<file path="src/design/mssis_pkg.sv">
// package: constants for the motor speed sensor input stage
package mssis_pkg;
	// tacho edge select encodings
	localparam logic [1:0] TES_OFF = 2'h0; // position / sensorless
	localparam logic [1:0] TES_RISE = 2'h1;
	localparam logic [1:0] TES_FALL = 2'h2;
	localparam logic [1:0] TES_BOTH = 2'h3;
	// input select encodings
	localparam logic [1:0] IS_PIN_A = 2'h0;
	localparam logic [1:0] IS_PIN_B = 2'h1;
	localparam logic [1:0] IS_PIN_C = 2'h2;
	localparam logic [1:0] IS_ENCODER = 2'h3;
	// reset values
	localparam logic [1:0] INPUT_SELECT_RST = 2'h0;
	localparam logic [2:0] PINS_RST = 3'h0;
	// pin bit positions within the three-bit groups
	localparam int PIN_A = 0;
	localparam int PIN_B = 1;
	localparam int PIN_C = 2;
	localparam int NUM_PINS = 3;
	// input stage modes
	typedef enum logic [2:0] {
		MSSIS_SENSORLESS,
		MSSIS_POSITION,
		MSSIS_TACHO,
		MSSIS_ENCODER,
		MSSIS_ALL_GPIO,
		MSSIS_COMP_ONLY
	} mssis_mode_t;
endpackage

</file>
<file path="src/design/mssis_sync.sv">
// file: two-stage synchroniser with edge pulses for the sensor pins
`timescale 1ns/1ps
module mssis_sync (
	input wire logic core_clk_in,
	input wire logic reset_n_in,
	input wire logic clk_en_in,
	input wire logic [2:0] pins_in,
	output logic [2:0] level_out,
	output logic [2:0] rise_out,
	output logic [2:0] fall_out
);
	logic [2:0] meta_ff; // first stage, read only by the second stage
	logic [2:0] sync_ff; // second stage, safe to use
	logic [2:0] prev_ff; // delayed copy for edge detection

	// synchroniser chain, one loop over the pins
	genvar g;
	generate
		for (g = 0; g < mssis_pkg::NUM_PINS; g++) begin : g_pin
			always_ff @(posedge core_clk_in or negedge reset_n_in) begin
				if (!reset_n_in) begin
					meta_ff[g] <= 1'b0;
					sync_ff[g] <= 1'b0;
					prev_ff[g] <= 1'b0;
				end else if (clk_en_in) begin
					meta_ff[g] <= pins_in[g];
					sync_ff[g] <= meta_ff[g];
					prev_ff[g] <= sync_ff[g];
				end
			end
			// one pulse per edge since prev trails sync by exactly one cycle
			assign rise_out[g] = clk_en_in & sync_ff[g] & ~prev_ff[g];
			assign fall_out[g] = clk_en_in & ~sync_ff[g] & prev_ff[g];
		end
	endgenerate
	assign level_out = sync_ff;
endmodule // mssis_sync

</file>
<file path="src/design/mssis_input_stage.sv">
// file: sensor input detection stage (tacho, encoder, pin assignment)
//
// Design decisions made here: the strobe-only register port without an address and the placing of the registers.
`timescale 1ns/1ps
module mssis_input_stage (
	input wire logic core_clk_in,
	input wire logic reset_n_in,
	input wire logic clk_en_in,
	input wire logic [2:0] sensor_pins_in,
	input wire logic commutation_event_in, // c event from commutation logic
	input wire logic comparator_disable_bit_in,
	input wire logic sensor_mode_bit_in,
	input wire logic off_input_handling_bit_in,
	input wire logic direct_access_bit_in,
	input wire logic [1:0] tacho_edge_select_in,
	// register port for the input select field
	input wire logic [1:0] reg_wdata_in,
	input wire logic reg_wr_in,
	input wire logic reg_rd_in,
	output logic [2:0] reg_rdata_out,
	output logic capture_pulse_out,
	output logic encoder_clk_pulse_out,
	output logic encoder_direction_flag_out,
	output logic speed_mode_out,
	output logic six_step_allow_out,
	output logic comparator_on_out,
	output logic [2:0] analog_pins_out,
	output logic [2:0] digital_pins_out,
	output logic [2:0] gpio_pins_out,
	output logic [2:0] off_ground_out,
	output logic [1:0] input_select_out
);
	logic [2:0] level; // synchronised pin levels
	logic [2:0] rise; // rising edge pulses
	logic [2:0] fall; // falling edge pulses
	logic [1:0] input_select_ff; // active input select
	logic [1:0] preload_ff; // staged value waiting for commutation
	logic preload_pend_ff; // staged value not yet applied
	logic speed_mode; // edge select nonzero
	logic encoder_mode; // speed mode with encoder select
	logic tacho_mode; // speed mode with a tacho pin
	logic sel_rise; // selected tacho pin rise
	logic sel_fall; // selected tacho pin fall
	logic nxt_capture; // next capture pulse
	logic nxt_enc_clk; // next encoder clock pulse
	logic [2:0] sel_onehot; // one-hot of selected pin
	mssis_pkg::mssis_mode_t mode; // decoded stage mode
	logic [2:0] nxt_analog;
	logic [2:0] nxt_digital;
	logic [2:0] nxt_gpio;
	logic [2:0] nxt_ground;
	logic nxt_comp_on;
	logic capture_ff;
	logic enc_clk_ff;
	logic dir_ff;
	logic speed_ff;
	logic six_step_ff;
	logic comp_on_ff;
	logic [2:0] analog_ff;
	logic [2:0] digital_ff;
	logic [2:0] gpio_ff;
	logic [2:0] ground_ff;
	logic [2:0] rdata_ff;

	// pin synchroniser and edge pulse generator
	mssis_sync u_sync (
		.core_clk_in(core_clk_in),
		.reset_n_in(reset_n_in),
		.clk_en_in(clk_en_in),
		.pins_in(sensor_pins_in),
		.level_out(level),
		.rise_out(rise),
		.fall_out(fall)
	);

	// mode decode
	assign speed_mode = (tacho_edge_select_in != mssis_pkg::TES_OFF);
	// comparator disable with encoder select frees all pins, so no encoder clock then
	assign encoder_mode = speed_mode && (input_select_ff == mssis_pkg::IS_ENCODER)
		&& !comparator_disable_bit_in;
	assign tacho_mode = speed_mode && (input_select_ff != mssis_pkg::IS_ENCODER);

	// input select: direct write, or staged until the next commutation
	always_ff @(posedge core_clk_in or negedge reset_n_in) begin
		if (!reset_n_in) begin
			input_select_ff <= mssis_pkg::INPUT_SELECT_RST;
			preload_ff <= mssis_pkg::INPUT_SELECT_RST;
			preload_pend_ff <= 1'b0;
		end else if (clk_en_in) begin
			if (reg_wr_in && direct_access_bit_in) begin
				input_select_ff <= reg_wdata_in;
				preload_ff <= reg_wdata_in;
				preload_pend_ff <= 1'b0;
			end else if (reg_wr_in) begin
				// a write in the commutation cycle waits for the next one
				preload_ff <= reg_wdata_in;
				preload_pend_ff <= 1'b1;
				if (commutation_event_in && preload_pend_ff) begin
					input_select_ff <= preload_ff;
				end
			end else if (commutation_event_in && preload_pend_ff) begin
				input_select_ff <= preload_ff;
				preload_pend_ff <= 1'b0;
			end
		end
	end

	// register read: staged select and direction flag, one cycle later
	always_ff @(posedge core_clk_in or negedge reset_n_in) begin
		if (!reset_n_in) begin
			rdata_ff <= mssis_pkg::PINS_RST;
		end else if (clk_en_in) begin
			rdata_ff <= reg_rd_in ? {dir_ff, preload_ff} : mssis_pkg::PINS_RST;
		end
	end

	// tacho multiplexer
	always_comb begin
		case (input_select_ff)
			mssis_pkg::IS_PIN_A: sel_onehot = 3'h1;
			mssis_pkg::IS_PIN_B: sel_onehot = 3'h2;
			mssis_pkg::IS_PIN_C: sel_onehot = 3'h4;
			default: sel_onehot = 3'h0;
		endcase
	end
	assign sel_rise = |(rise & sel_onehot);
	assign sel_fall = |(fall & sel_onehot);

	// capture edge choice
	always_comb begin
		case (tacho_edge_select_in)
			mssis_pkg::TES_RISE: nxt_capture = tacho_mode & sel_rise;
			mssis_pkg::TES_FALL: nxt_capture = tacho_mode & sel_fall;
			mssis_pkg::TES_BOTH: nxt_capture = tacho_mode & (sel_rise | sel_fall);
			default: nxt_capture = 1'b0;
		endcase
	end

	// encoder clock: any edge on a or b, so a lone input gives half rate
	assign nxt_enc_clk = encoder_mode &
		(rise[mssis_pkg::PIN_A] | fall[mssis_pkg::PIN_A] |
		rise[mssis_pkg::PIN_B] | fall[mssis_pkg::PIN_B]);

	// event pulse registers
	always_ff @(posedge core_clk_in or negedge reset_n_in) begin
		if (!reset_n_in) begin
			capture_ff <= 1'b0;
			enc_clk_ff <= 1'b0;
		end else if (clk_en_in) begin
			capture_ff <= nxt_capture;
			enc_clk_ff <= nxt_enc_clk;
		end else begin
			// a pulse must not stretch across frozen cycles
			capture_ff <= 1'b0;
			enc_clk_ff <= 1'b0;
		end
	end

	// direction: pin a level caught on pin b falling edge, only a flag
	always_ff @(posedge core_clk_in or negedge reset_n_in) begin
		if (!reset_n_in) begin
			dir_ff <= 1'b0;
		end else if (clk_en_in && encoder_mode && fall[mssis_pkg::PIN_B]) begin
			dir_ff <= level[mssis_pkg::PIN_A];
		end
	end

	// pin assignment mode decode
	always_comb begin
		if (comparator_disable_bit_in && speed_mode && input_select_ff == mssis_pkg::IS_ENCODER)
			mode = mssis_pkg::MSSIS_ALL_GPIO;
		else if (encoder_mode)
			mode = mssis_pkg::MSSIS_ENCODER;
		else if (tacho_mode)
			mode = mssis_pkg::MSSIS_TACHO;
		else if (comparator_disable_bit_in)
			mode = mssis_pkg::MSSIS_COMP_ONLY;
		else if (sensor_mode_bit_in)
			mode = mssis_pkg::MSSIS_POSITION;
		else
			mode = mssis_pkg::MSSIS_SENSORLESS;
	end

	// pin roles per mode
	always_comb begin
		nxt_analog = 3'h0;
		nxt_digital = 3'h0;
		nxt_gpio = 3'h0;
		nxt_ground = 3'h0;
		nxt_comp_on = 1'b0;
		case (mode)
			mssis_pkg::MSSIS_SENSORLESS: begin
				nxt_analog = sel_onehot;
				nxt_comp_on = 1'b1;
				// off pins grounded when the bit is set, else left high impedance
				nxt_ground = off_input_handling_bit_in ? (~sel_onehot & {3{|sel_onehot}}) : 3'h0;
			end
			mssis_pkg::MSSIS_POSITION: begin
				nxt_digital = sel_onehot;
				nxt_gpio = ~sel_onehot & {3{|sel_onehot}};
				nxt_comp_on = 1'b1;
			end
			mssis_pkg::MSSIS_COMP_ONLY: begin
				nxt_analog = sel_onehot;
				nxt_gpio = ~sel_onehot;
				nxt_comp_on = 1'b1;
			end
			mssis_pkg::MSSIS_TACHO: begin
				nxt_digital = sel_onehot;
				nxt_gpio = ~sel_onehot;
				nxt_comp_on = ~comparator_disable_bit_in;
			end
			mssis_pkg::MSSIS_ENCODER: begin
				nxt_digital = 3'h3;
				nxt_gpio = 3'h4;
				nxt_comp_on = 1'b1;
			end
			mssis_pkg::MSSIS_ALL_GPIO: begin
				nxt_gpio = 3'h7;
			end
			default: begin
				nxt_gpio = 3'h7;
			end
		endcase
	end

	// registered pin roles and mode flags
	always_ff @(posedge core_clk_in or negedge reset_n_in) begin
		if (!reset_n_in) begin
			analog_ff <= mssis_pkg::PINS_RST;
			digital_ff <= mssis_pkg::PINS_RST;
			gpio_ff <= mssis_pkg::PINS_RST;
			ground_ff <= mssis_pkg::PINS_RST;
			comp_on_ff <= 1'b0;
			speed_ff <= 1'b0;
			six_step_ff <= 1'b0;
		end else if (clk_en_in) begin
			analog_ff <= nxt_analog;
			digital_ff <= nxt_digital;
			gpio_ff <= nxt_gpio;
			ground_ff <= nxt_ground;
			comp_on_ff <= nxt_comp_on;
			speed_ff <= speed_mode;
			six_step_ff <= ~speed_mode;
		end
	end

	assign capture_pulse_out = capture_ff;
	assign encoder_clk_pulse_out = enc_clk_ff;
	assign encoder_direction_flag_out = dir_ff;
	assign speed_mode_out = speed_ff;
	assign six_step_allow_out = six_step_ff;
	assign comparator_on_out = comp_on_ff;
	assign analog_pins_out = analog_ff;
	assign digital_pins_out = digital_ff;
	assign gpio_pins_out = gpio_ff;
	assign off_ground_out = ground_ff;
	assign input_select_out = input_select_ff;
	assign reg_rdata_out = rdata_ff;
endmodule // mssis_input_stage

</file>
<file path="config.mk">
export PLATFORM = sky130hd
export DESIGN_NAME = mssis_input_stage
export DESIGN_NICKNAME = d
export VERILOG_FILES = /design/src/design/mssis_pkg.sv /design/src/design/mssis_sync.sv /design/src/design/mssis_input_stage.sv
export SDC_FILE = /design/constraint.sdc
export NUM_CORES = 1
export LEC_CHECK = 0
export BUFFER_PORTS_ARGS = -buffer_cell sky130_fd_sc_hd__buf_2
export CAP_MARGIN = 30
export CORE_AREA = 2 2 61 63
export CTS_CLUSTER_SIZE = 25
export DETAILED_ROUTE_END_ITERATION = 16
export DIE_AREA = 0 0 63 65
export PLACE_DENSITY_LB_ADDON = 0.12
export SLEW_MARGIN = 10
export SYNTH_ARGS = -nofsm -noshare
export SYNTH_HDL_FRONTEND = slang
export SYNTH_SLANG_ARGS = --single-unit
</file>
<file path="constraint.sdc">
create_clock -name core_clk_in -period 1.95 [get_ports core_clk_in]
set_clock_uncertainty 0.05 [all_clocks]
set_input_delay 0.2925 -clock core_clk_in [delete_from_list [all_inputs] [get_ports core_clk_in]]
set_output_delay 0.2925 -clock core_clk_in [all_outputs]
set_load 0.01 [all_outputs]
</file>
==> results of run 1 <==
==> worst max-delay path, delay by kind of cell, from the launching register on <==
kind                     cells  cell delay, ps
multiplexers                 1             360
flip-flops                   1             410
adder cells (fa/ha/maj)      1             300
AND/OR/NAND/NOR              1             230
AO/OA/AOI/OAI                1             160
==> worst paths after layout <==
check                      cells after the start                    endpoint  slack (ps)
setup / recovery                               4  encoder_direction_flag_out         340
hold / removal                                 2             preload_pend_ff         100
setup reg to reg                               4  encoder_direction_flag_out         340
hold reg to reg                                2           off_ground_out[2]         440
max in group asynchronous                      2            gpio_pins_out[1]         870
min in group asynchronous                      2          analog_pins_out[2]         500
==> metrics by stage <==
stage                     total power [mW]  std cells  hold slack [ps]  util, %
after CTS                             2.01        235             87.5     56.8
after global placement                1.44        226              350     54.0
final                                 1.99        235              105     56.8
after detailed placement              1.46        226              356     54.0
after floorplan                       1.25        142            -53.1        -
after global routing                  2.12        235             98.7     56.8
==> layout by cell type (no fill, tap or decap), types with 2 or more instances in the layout <==
master and n:
o311ai_0 2, nand3_1 4, o21bai_1 2, ha_1 4, buf_4 3, mux2_2 10
nor2b_1 2, o21ai_0 2, buf_2 39, nor2_1 5, mux2_1 3, o2bb2ai_1 4
inv_1 7, nand3b_1 2, a31oi_1 4, nor3_1 2, nand4b_1 5, a21oi_1 2
clkbuf_4 5, mux2i_1 4, o31ai_1 3, dfrtp_1 35, xnor2_1 2, o21ai_1 3
a21o_1 2, nand2_1 11
==> final cells by class <==
class,instances,area (um2),share of cell area (%)
Inverter,8,30.0,1.51
Multi-Input combinational cell,93,704,35.5
Timing Repair Buffer,43,228,11.5
Sequential cell,35,876,44.1
Tap cell,48,60.1,3.03
Clock buffer,6,51.3,2.59
Clock inverter,2,35.0,1.77
==> where the power goes <==
part	switching (mW)	internal, mW
combinational	0.289	0.232
clock	0.239	0.303
sequential	0.0846	0.841
==> sequential cells by signal, summed over array words and instances, names as in the netlist, 2 cells and up <==
name / flops
analog_pins_out: 3
digital_pins_out: 3
gpio_pins_out: 3
off_ground_out: 3
reg_rdata_out: 3
u_sync.level_out: 3
u_sync.meta_ff: 3
u_sync.prev_ff: 3
input_select_out: 2
preload_ff: 2
==> repair_timing <==
item | CTS | global route
gates resized for setup | 0 | 0
hold buffers | 1 | 0
setup buffers | 0 | 0
endpoints found under the hold margin | 35 | 0
==> cell families (layout without fill, tap and decap cells) <==
group                      after synthesis  in the layout  synth area share [%]
DFF                                     35             35                  53.3
AOI/OAI and AO/OA                       33             33                  15.1
adders and majority gates                4              4                  3.04
xor gates and xnor gates                 2              2                  1.07
muxes                                   17             17                  11.3
and+or+nand+nor                         37             37                  12.3
buffers and inverters                   14             59                  3.88
==> routing by layer <==
layer / wire (um) / up-vias
met1: 1460 / 597
met3: 236 / 8
li1: - / 610
met5: 0 / -
met2: 1580 / 45
met4: 68 / 0
==> metrics.md, run 1 <==
| Metric | Value |
|---|---|
| Met1 Usage GRT | `about 22%` |
| Post-route ant nets | `0` |
| Power per cell area | `about 1000 nW/um2` |
| Critical path startpoint | `input_select_out[0]` |
| Routing usage on met3 | `approximately 5.6%` |
| Post-route design area | `slightly below 2000 um2` |
| First-pass GRT wire length | `slightly below 6000 um` |
| Cell accounting for the most synthesized area | `dfrtp_1` |
| Max-slew violations | `0` |
| Setup TNS | `0 ps` |
| Final nets | `~210` |
| Final GP Congestion | `0.790` |
| Crit path required time | `between 2000 and 2500 ps` |
| Largest cells by area after synthesis | `dfrtp_1 (53%), mux2_2 (6.8%), ha_1 (3.0%)` |
| Status | `finished clean` |
| Endpoints failing setup | `0` |
| Top FF cell, synth | `dfrtp_1` |
| Core area | `approximately 3500 um2` |
| Worst path cell trace | `ha_1 > o21ai_2 > nor3_1 > mux2_1` |
| EDFF count, synth | `0` |
| Drt pass-1 iters | `4` |
| Most frequent cell after synthesis | `dfrtp_1` |
| Area post-placement | `roughly 1900 um2` |
| Setup crit end kind | `flip-flop` |
| CP max FO | `7` |
| Initial drt markers | `about 70` |
| Sequential-to-total area share from yosys stat | `53.3%` |
| Worst-Margin Slew | `around 760 ps` |
| Arrival @ worst endpoint | `approximately 1800 ps` |
| Post-synthesis net count | `163` |
| Die area | `roughly 4000 um2` |
| Max-Slew Margin vs Limit | `a little under 50%` |
| Final worst path period share | `between 80% and 90%` |
| Met2 usage | `between 30 and 40%` |
| Vias in the first global route | `about 1300` |
| CTS root buffer | `clkbuf_4` |
| Wire per inst | `14.2 um` |
| Final number of hold-violating endpoints | `0` |
| Critical-path top delay cell | `dfrtp_1` |
| Worst-path clk slew | `roughly 110 ps` |
| FILL cells | `around 320` |
| Commonest cells post-synth | `dfrtp_1 (35), nand2_1 (11), mux2_2 (10)` |
| Synth cell types | `42` |
| Clk_lat worst skew | `roughly 340 ps` |
| Initial antenna violation count | `0` |
| Netlist Area Pre-Place | `about 1600 um2` |
| Tmin final | `1610 ps` |
| Max VDD drop | `roughly 0.46 mV` |
| DRC | `0` |
| Crit Path Category | `flip-flop to flip-flop` |
| LEAKAGE | `~0.95 nW` |
| DP HPWL | `roughly 2500 um` |
| Synth warnings | `0` |
| Largest net degree at the start of global routing | `36` |
| Min setup slack post-route | `between 300 and 400 ps` |
| Cts bufs inserted | `5` |
| Die span in y | `approximately 65 um` |
| Grt ovf | `0` |
| RR Startpoint | `input_select_out[0]` |
| Synthesis-to-layout area growth | `20.7%` |
| Clock buffer depth | `2` |
| PortBufs | `39` |
| CP peak stage delay | `410 ps` |
| GR peak layer | `met2` |
| Mean Syn Cell Area | `between 10 and 15 um2` |
| Die width | `between 60 and 70 um` |
| CTS tree | `done` |
| Synth Register Bits | `35` |
| # rows | `22` |
| Unrepaired setup endpoints after global routing | `false` |
| Maximum clock frequency | `620 MHz` |
| Worst hold path class | `input port to flip-flop` |
| Post-synthesis async set-or-reset flop share | `between 90% and 100%` |
| Clock sink count | `35` |
| Share of cells above drive strength 1 | `between 30% and 40%` |
| Tot GR Track Use | `between 10% and 20%` |
| CP startpoint kind | `flip-flop` |
| Top-area cell type share of the netlist area | `53.3%` |
| I/O pin cnt | `40` |
| # Max-Cap Violations | `0` |
| Initial Util | `~47%` |
| Final WL | `3340 um` |
| Ant diodes | `0` |
| Vias | `between 1000 and 1500` |
| Cells after synthesis | `142` |
| Worst Setup Slack post-DPL | `approximately 350 ps` |
| Hold_sp | `direct_access_bit_in` |
| Max H-tree Level | `2` |
| Via-to-Cell Ratio | `5.36` |
Note: power is estimated with default switching activity, not from simulation.
==> run 2, diff against run 1 <==
==> constraint.sdc (replaced) <==
create_clock -name core_clk_in -period 1.6 [get_ports core_clk_in]
set_clock_uncertainty 0.05 [all_clocks]
set_input_delay 0.24 -clock core_clk_in [delete_from_list [all_inputs] [get_ports core_clk_in]]
set_output_delay 0.24 -clock core_clk_in [all_outputs]
set_load 0.01 [all_outputs]
==> metrics.md, run 2 (synthesized netlist as in run 1, its figures left out) <==
| Metric | Value |
|---|---|
| Status | `finished clean` |
| Ant diodes | `0` |
| Final number of hold-violating endpoints | `0` |
| Final GP Congestion | `~0.83` |
| Final WL | `approximately 3500 um` |
| Post-route design area | `1990 um2` |
| Initial drt markers | `84` |
| Unrepaired setup endpoints after global routing | `false` |
| Power per cell area | `roughly 1200 nW/um2` |
| # Max-Cap Violations | `0` |
| Max-Slew Margin vs Limit | `a little under three quarters` |
| Tot GR Track Use | `around a fifth` |
| Maximum clock frequency | `roughly 670 MHz` |
| Wire per inst | `14.8 um` |
| DRC | `0` |
| Max VDD drop | `between 0.5 and 0.6 mV` |
| Clock buffer depth | `2` |
| Initial antenna violation count | `0` |
| DP HPWL | `around 2500 um` |
| Post-route ant nets | `0` |
| Final worst path period share | `between 90% and 100%` |
| Area post-placement | `between 1500 and 2000 um2` |
| Post-CTS Setup Repair Bufs | `0` |
| Commonest non-fill, non-tap cell in the layout | `buf_2` |
| First-pass GRT wire length | `around 6100 um` |
| Tmin final | `1490 ps` |
| Die area | `~4000 um2` |
| CP max FO | `7` |
| LEAKAGE | `between 0.9 and 1 nW` |
| GR peak layer | `met2` |
| Endpoints failing setup | `0` |
| # rows | `22` |
| Met1 Usage GRT | `25.2%` |
| Core area | `approximately 3500 um2` |
| Via-to-Cell Ratio | `5.47` |
| Top delay family on crit path | `flip-flops` |
| I/O pin cnt | `40` |
| Share of cells above drive strength 1 | `a little over a third` |
| Worst hold path class | `input port to flip-flop` |
| Die width | `approximately 63 um` |
| Most frequent cells in the layout | `buf_2 (39), dfrtp_1 (35), nand2_1 (11)` |
| Met2 usage | `30.3%` |
| CP startpoint kind | `flip-flop` |
| Initial Util | `around 47%` |
| Worst-Margin Slew | `roughly 430 ps` |
| Largest net degree at the start of global routing | `36` |
| Crit Path Category | `flip-flop to flip-flop` |
| Final Hold Slack | `between 50 and 60 ps` |
| PortBufs | `39` |
| Critical-path top delay cell | `dfrtp_1` |
| Drt pass-1 iters | `4` |
| Clk_lat worst skew | `between 300 and 400 ps` |
| Pwr Total | `between 2 and 2.5 mW` |
| CP peak stage delay | `420 ps` |
| FILL cells | `314` |
| Cts bufs inserted | `5` |
| Crit path required time | `approximately 1800 ps` |
| Vias | `about 1300` |
| Synthesis-to-layout area growth | `21.0%` |
| CTS tree | `done` |
| Final core area utilization | `about 57%` |
| Setup crit end kind | `flip-flop` |
| Grt ovf | `0` |
| Resized cells post-CTS | `0` |
| Final nets | `between 200 and 250` |
| Max H-tree Level | `2` |
| Worst-path clk slew | `around 100 ps` |
| Vias in the first global route | `roughly 1300` |
| Clock sink count | `35` |
| Post-CTS Hold Buffers | `1` |
| CTS root buffer | `clkbuf_4` |
| Max-slew violations | `0` |
| Routing usage on met3 | `about 6.3%` |
| Worst path cell trace | `ha_1 > o21ai_2 > nor3_1 > mux2_1` |
| Arrival @ worst endpoint | `about 1700 ps` |
| Die span in y | `around 65 um` |
| WP buf/inv | `0` |
| Setup TNS | `0 ps` |
==> run 2: cell count changes in the layout (fill, tap and decap cells not counted) <==
cell / change
buf_4: +3
bufinv_16: -1
clkbuf_1: +1
clkbuf_8: +1
clkinv_2: -1
==> run 2: metrics by stage <==
step / worst slack, ps / cells
floorplan: 136 / 142
global placement: 219 / 229
detailed placement: 138 / 229
CTS: 117 / 238
global route: 7.65 / 238
finish: 106 / 238
==> run 2: layout make-up <==
| class | count | area (um2) | share of cell area [%] |
|---|---|---|---|
| Multi-Input combinational cell | 93 | 704 | 35.4 |
| Tap cell | 48 | 60.1 | 3.02 |
| Timing Repair Buffer | 46 | 250 | 12.6 |
| Sequential cell | 35 | 876 | 44.0 |
| Inverter | 8 | 30.0 | 1.51 |
| Clock buffer | 8 | 68.8 | 3.46 |
==> run 2: report_power, final <==
group | internal, mW | switching (mW)
sequential | 1.03 | 0.106
combinational | 0.292 | 0.347
clock | 0.259 | 0.287
total | 1.58 | 0.740
==> run 2: layer usage <==
metal / vias to the layer above / share of wire [%]
met2: 57 / 48
li1: 615 / -
met1: 624 / 43
met5: - / 0
met4: 0 / 2.2
met3: 7 / 7.3
==> run 2: final timing paths <==
path | from | end | slack [ps] | cells after the start
worst max-delay path | input_select_out[0] | encoder_direction_flag_out | 110 | 4
worst max register to register | input_select_out[0] | encoder_direction_flag_out | 110 | 4
worst min register to register | off_ground_out[1] | off_ground_out[1] | 440 | 2
worst min-delay path | direct_access_bit_in | preload_pend_ff | 60 | 2
min in group asynchronous | reset_n_in | off_ground_out[1] | 410 | 3
max in group asynchronous | reset_n_in | u_sync.meta_ff[2] | 780 | 3
==> run 3, diff against run 2 <==
--- a/config.mk
+++ b/config.mk
@@ -11,7 +11,7 @@
 export CTS_CLUSTER_SIZE = 25
 export DETAILED_ROUTE_END_ITERATION = 16
 export DIE_AREA = 0 0 63 65
-export PLACE_DENSITY_LB_ADDON = 0.12
+export PLACE_DENSITY_LB_ADDON = 0.3
 export SLEW_MARGIN = 10
 export SYNTH_ARGS = -nofsm -noshare
 export SYNTH_HDL_FRONTEND = slang
==> constraint.sdc (replaced) <==
create_clock -name core_clk_in -period 1.6 [get_ports core_clk_in]
set_clock_uncertainty 0.05 [all_clocks]
set_input_delay 0.48 -clock core_clk_in [delete_from_list [all_inputs] [get_ports core_clk_in]]
set_output_delay 0.48 -clock core_clk_in [all_outputs]
set_load 0.01 [all_outputs]
==> metrics.md, run 3 (synthesized netlist as in run 1, its figures left out) <==
| Metric | Value |
|---|---|
| Status | `finished clean` |
| Int Pwr | `~1.5 mW` |
| Clock share of power | `between 10% and 20%` |
| DP HPWL | `about 2600 um` |
| Max VDD drop | `0.552 mV` |
| Initial antenna violation count | `0` |
| Area post-placement | `1940 um2` |
| Post-route ant nets | `0` |
| Pwr Total | `2.19 mW` |
| Maximum clock frequency | `672 MHz` |
| Clock buffer depth | `2` |
| Final core area utilization | `between 50% and 60%` |
| RR Startpoint | `input_select_out[1]` |
| Crit Path Category | `flip-flop to flip-flop` |
| Vias | `between 1000 and 1500` |
| CP startpoint kind | `flip-flop` |
| Setup crit end kind | `flip-flop` |
| Cts bufs inserted | `5` |
| Final WL | `approximately 3400 um` |
| Tmin final | `~1500 ps` |
| Critical-path top delay cell | `dfrtp_1` |
| Final GP Congestion | `around 0.85` |
| Core area | `~3500 um2` |
| Max H-tree Level | `2` |
| Sw frac | `32.7%` |
| Share of cells above drive strength 1 | `roughly a third` |
| CTS tree | `done` |
| Via-to-Cell Ratio | `about 5.4` |
| First-pass GRT wire length | `about 6000 um` |
| Unrepaired setup endpoints after global routing | `false` |
| Worst r2r path cells | `4` |
| Worst reg2reg endpoint | `encoder_direction_flag_out` |
| Tot GR Track Use | `a little under a fifth` |
| Final number of hold-violating endpoints | `0` |
| CP peak stage delay | `420 ps` |
| Initial drt markers | `73` |
| Final nets | `roughly 210` |
| Largest net degree at the start of global routing | `36` |
| CTS root buffer | `clkbuf_4` |
| Crit path required time | `between 1500 and 2000 ps` |
| Post-route design area | `1980 um2` |
| Die width | `about 63 um` |
| Wire per inst | `around 15 um` |
| Reg2reg setup slack | `between 100 and 150 ps` |
| Initial Util | `a little under half` |
| PortBufs | `39` |
| Ant diodes | `0` |
| Setup TNS | `0 ps` |
| Drt pass-1 iters | `4` |
| LEAKAGE | `around 0.94 nW` |
| # Max-Cap Violations | `0` |
| Die span in y | `65 um` |
| Final worst path period share | `slightly above 90%` |
| Worst path cell trace | `ha_2 > o21ai_2 > nor3_1 > mux2_1` |
| Commonest non-fill, non-tap cell in the layout | `buf_2` |
| Endpoints failing setup | `0` |
| Worst-path clk slew | `~90 ps` |
| Clock sink count | `35` |
| Worst hold path class | `input port to async pin` |
| Register share of total power | `roughly half` |
| Arrival @ worst endpoint | `~1700 ps` |
| Max-slew violations | `0` |
| Synthesis-to-layout area growth | `20.4%` |
| Die area | `between 4000 and 5000 um2` |
| DRC | `0` |
| Post-CTS Setup Repair Bufs | `0` |
| CP max FO | `7` |
| Combinational share of power | `around 29%` |
| Net switching power | `between 700 and 800 uW` |
| Power per cell area | `1110 nW/um2` |
| Worst-Margin Slew | `a little under 300 ps` |
| # rows | `22` |
| Grt ovf | `0` |
| Vias in the first global route | `1251` |
| Clk_lat worst skew | `approximately 330 ps` |
| Max-Slew Margin vs Limit | `between 80% and 90%` |
| Most frequent cells in the layout | `buf_2 (39), dfrtp_1 (35), nand2_1 (11)` |
| I/O pin cnt | `40` |
-- run 3: repair_timing --
| action | 4_1_cts | 5_1_grt |
|---|---|---|
| gates resized for setup | 0 | 1 |
| hold buffers | 0 | 0 |
| endpoints found under the setup margin | 0 | 1 |
-- run 3: critical path: cells and delay by family (launching register included) --
kind,cells,cell delay [ps]
compound gates,1,120
fa+ha+maj,1,260
flops,1,420
simple gates,1,200
mux,1,340
-- run 3: stage by stage --
step / setup slack [ps] / hold slack (ps) / cells
floorplan: 136 / 134 / 142
global placement: 114 / 402 / 229
detailed placement: 69.5 / 403 / 229
CTS: 65.4 / 35.5 / 235
global route: 26.7 / 36.4 / 235
finish: 111 / 33.2 / 235
-- run 3: final cells by class --
type	count	area, um2
fillers	325	1520
flip-flops and latches	35	876
multi-input cells	93	707
repair buffers	45	265
well taps	48	60.1
clock buffers	6	41.3
inverters	8	30.0
-- run 3: per-layer routing --
metal  part of all wire (%)  global-route usage (%)  up-vias
met2                     49                    31.6       41
met4                    1.8                    7.50        0
met1                     42                    23.5      616
met5                      0                       0        -
met3                    6.7                    5.90        6
li1                       -                       -      608
-- run 3: worst max path at each step --
stage | from | slack [ps] | cells past startpoint | endpoint
floorplan | input_select_out[0] | 140 | 4 | encoder_direction_flag_out
global placement | tacho_edge_select_in[1] | 110 | 4 | gpio_pins_out[0]
detailed placement | input_select_out[1] | 70 | 4 | encoder_direction_flag_out
CTS | input_select_out[1] | 70 | 4 | encoder_direction_flag_out
global route | input_select_out[0] | 30 | 4 | encoder_direction_flag_out
finish | input_select_out[1] | 110 | 4 | encoder_direction_flag_out
-- run 3: power groups by stage --
stage          Sequential (mW)  Combinational [mW]  Clock, mW
6_report                  1.13               0.645      0.419
3_5_place_dp              1.15               0.646          0
4_1_cts                   1.13               0.649      0.434
5_1_grt                   1.15               0.724      0.479
3_3_place_gp              1.14               0.637          0
2_1_floorplan             1.18               0.345          0
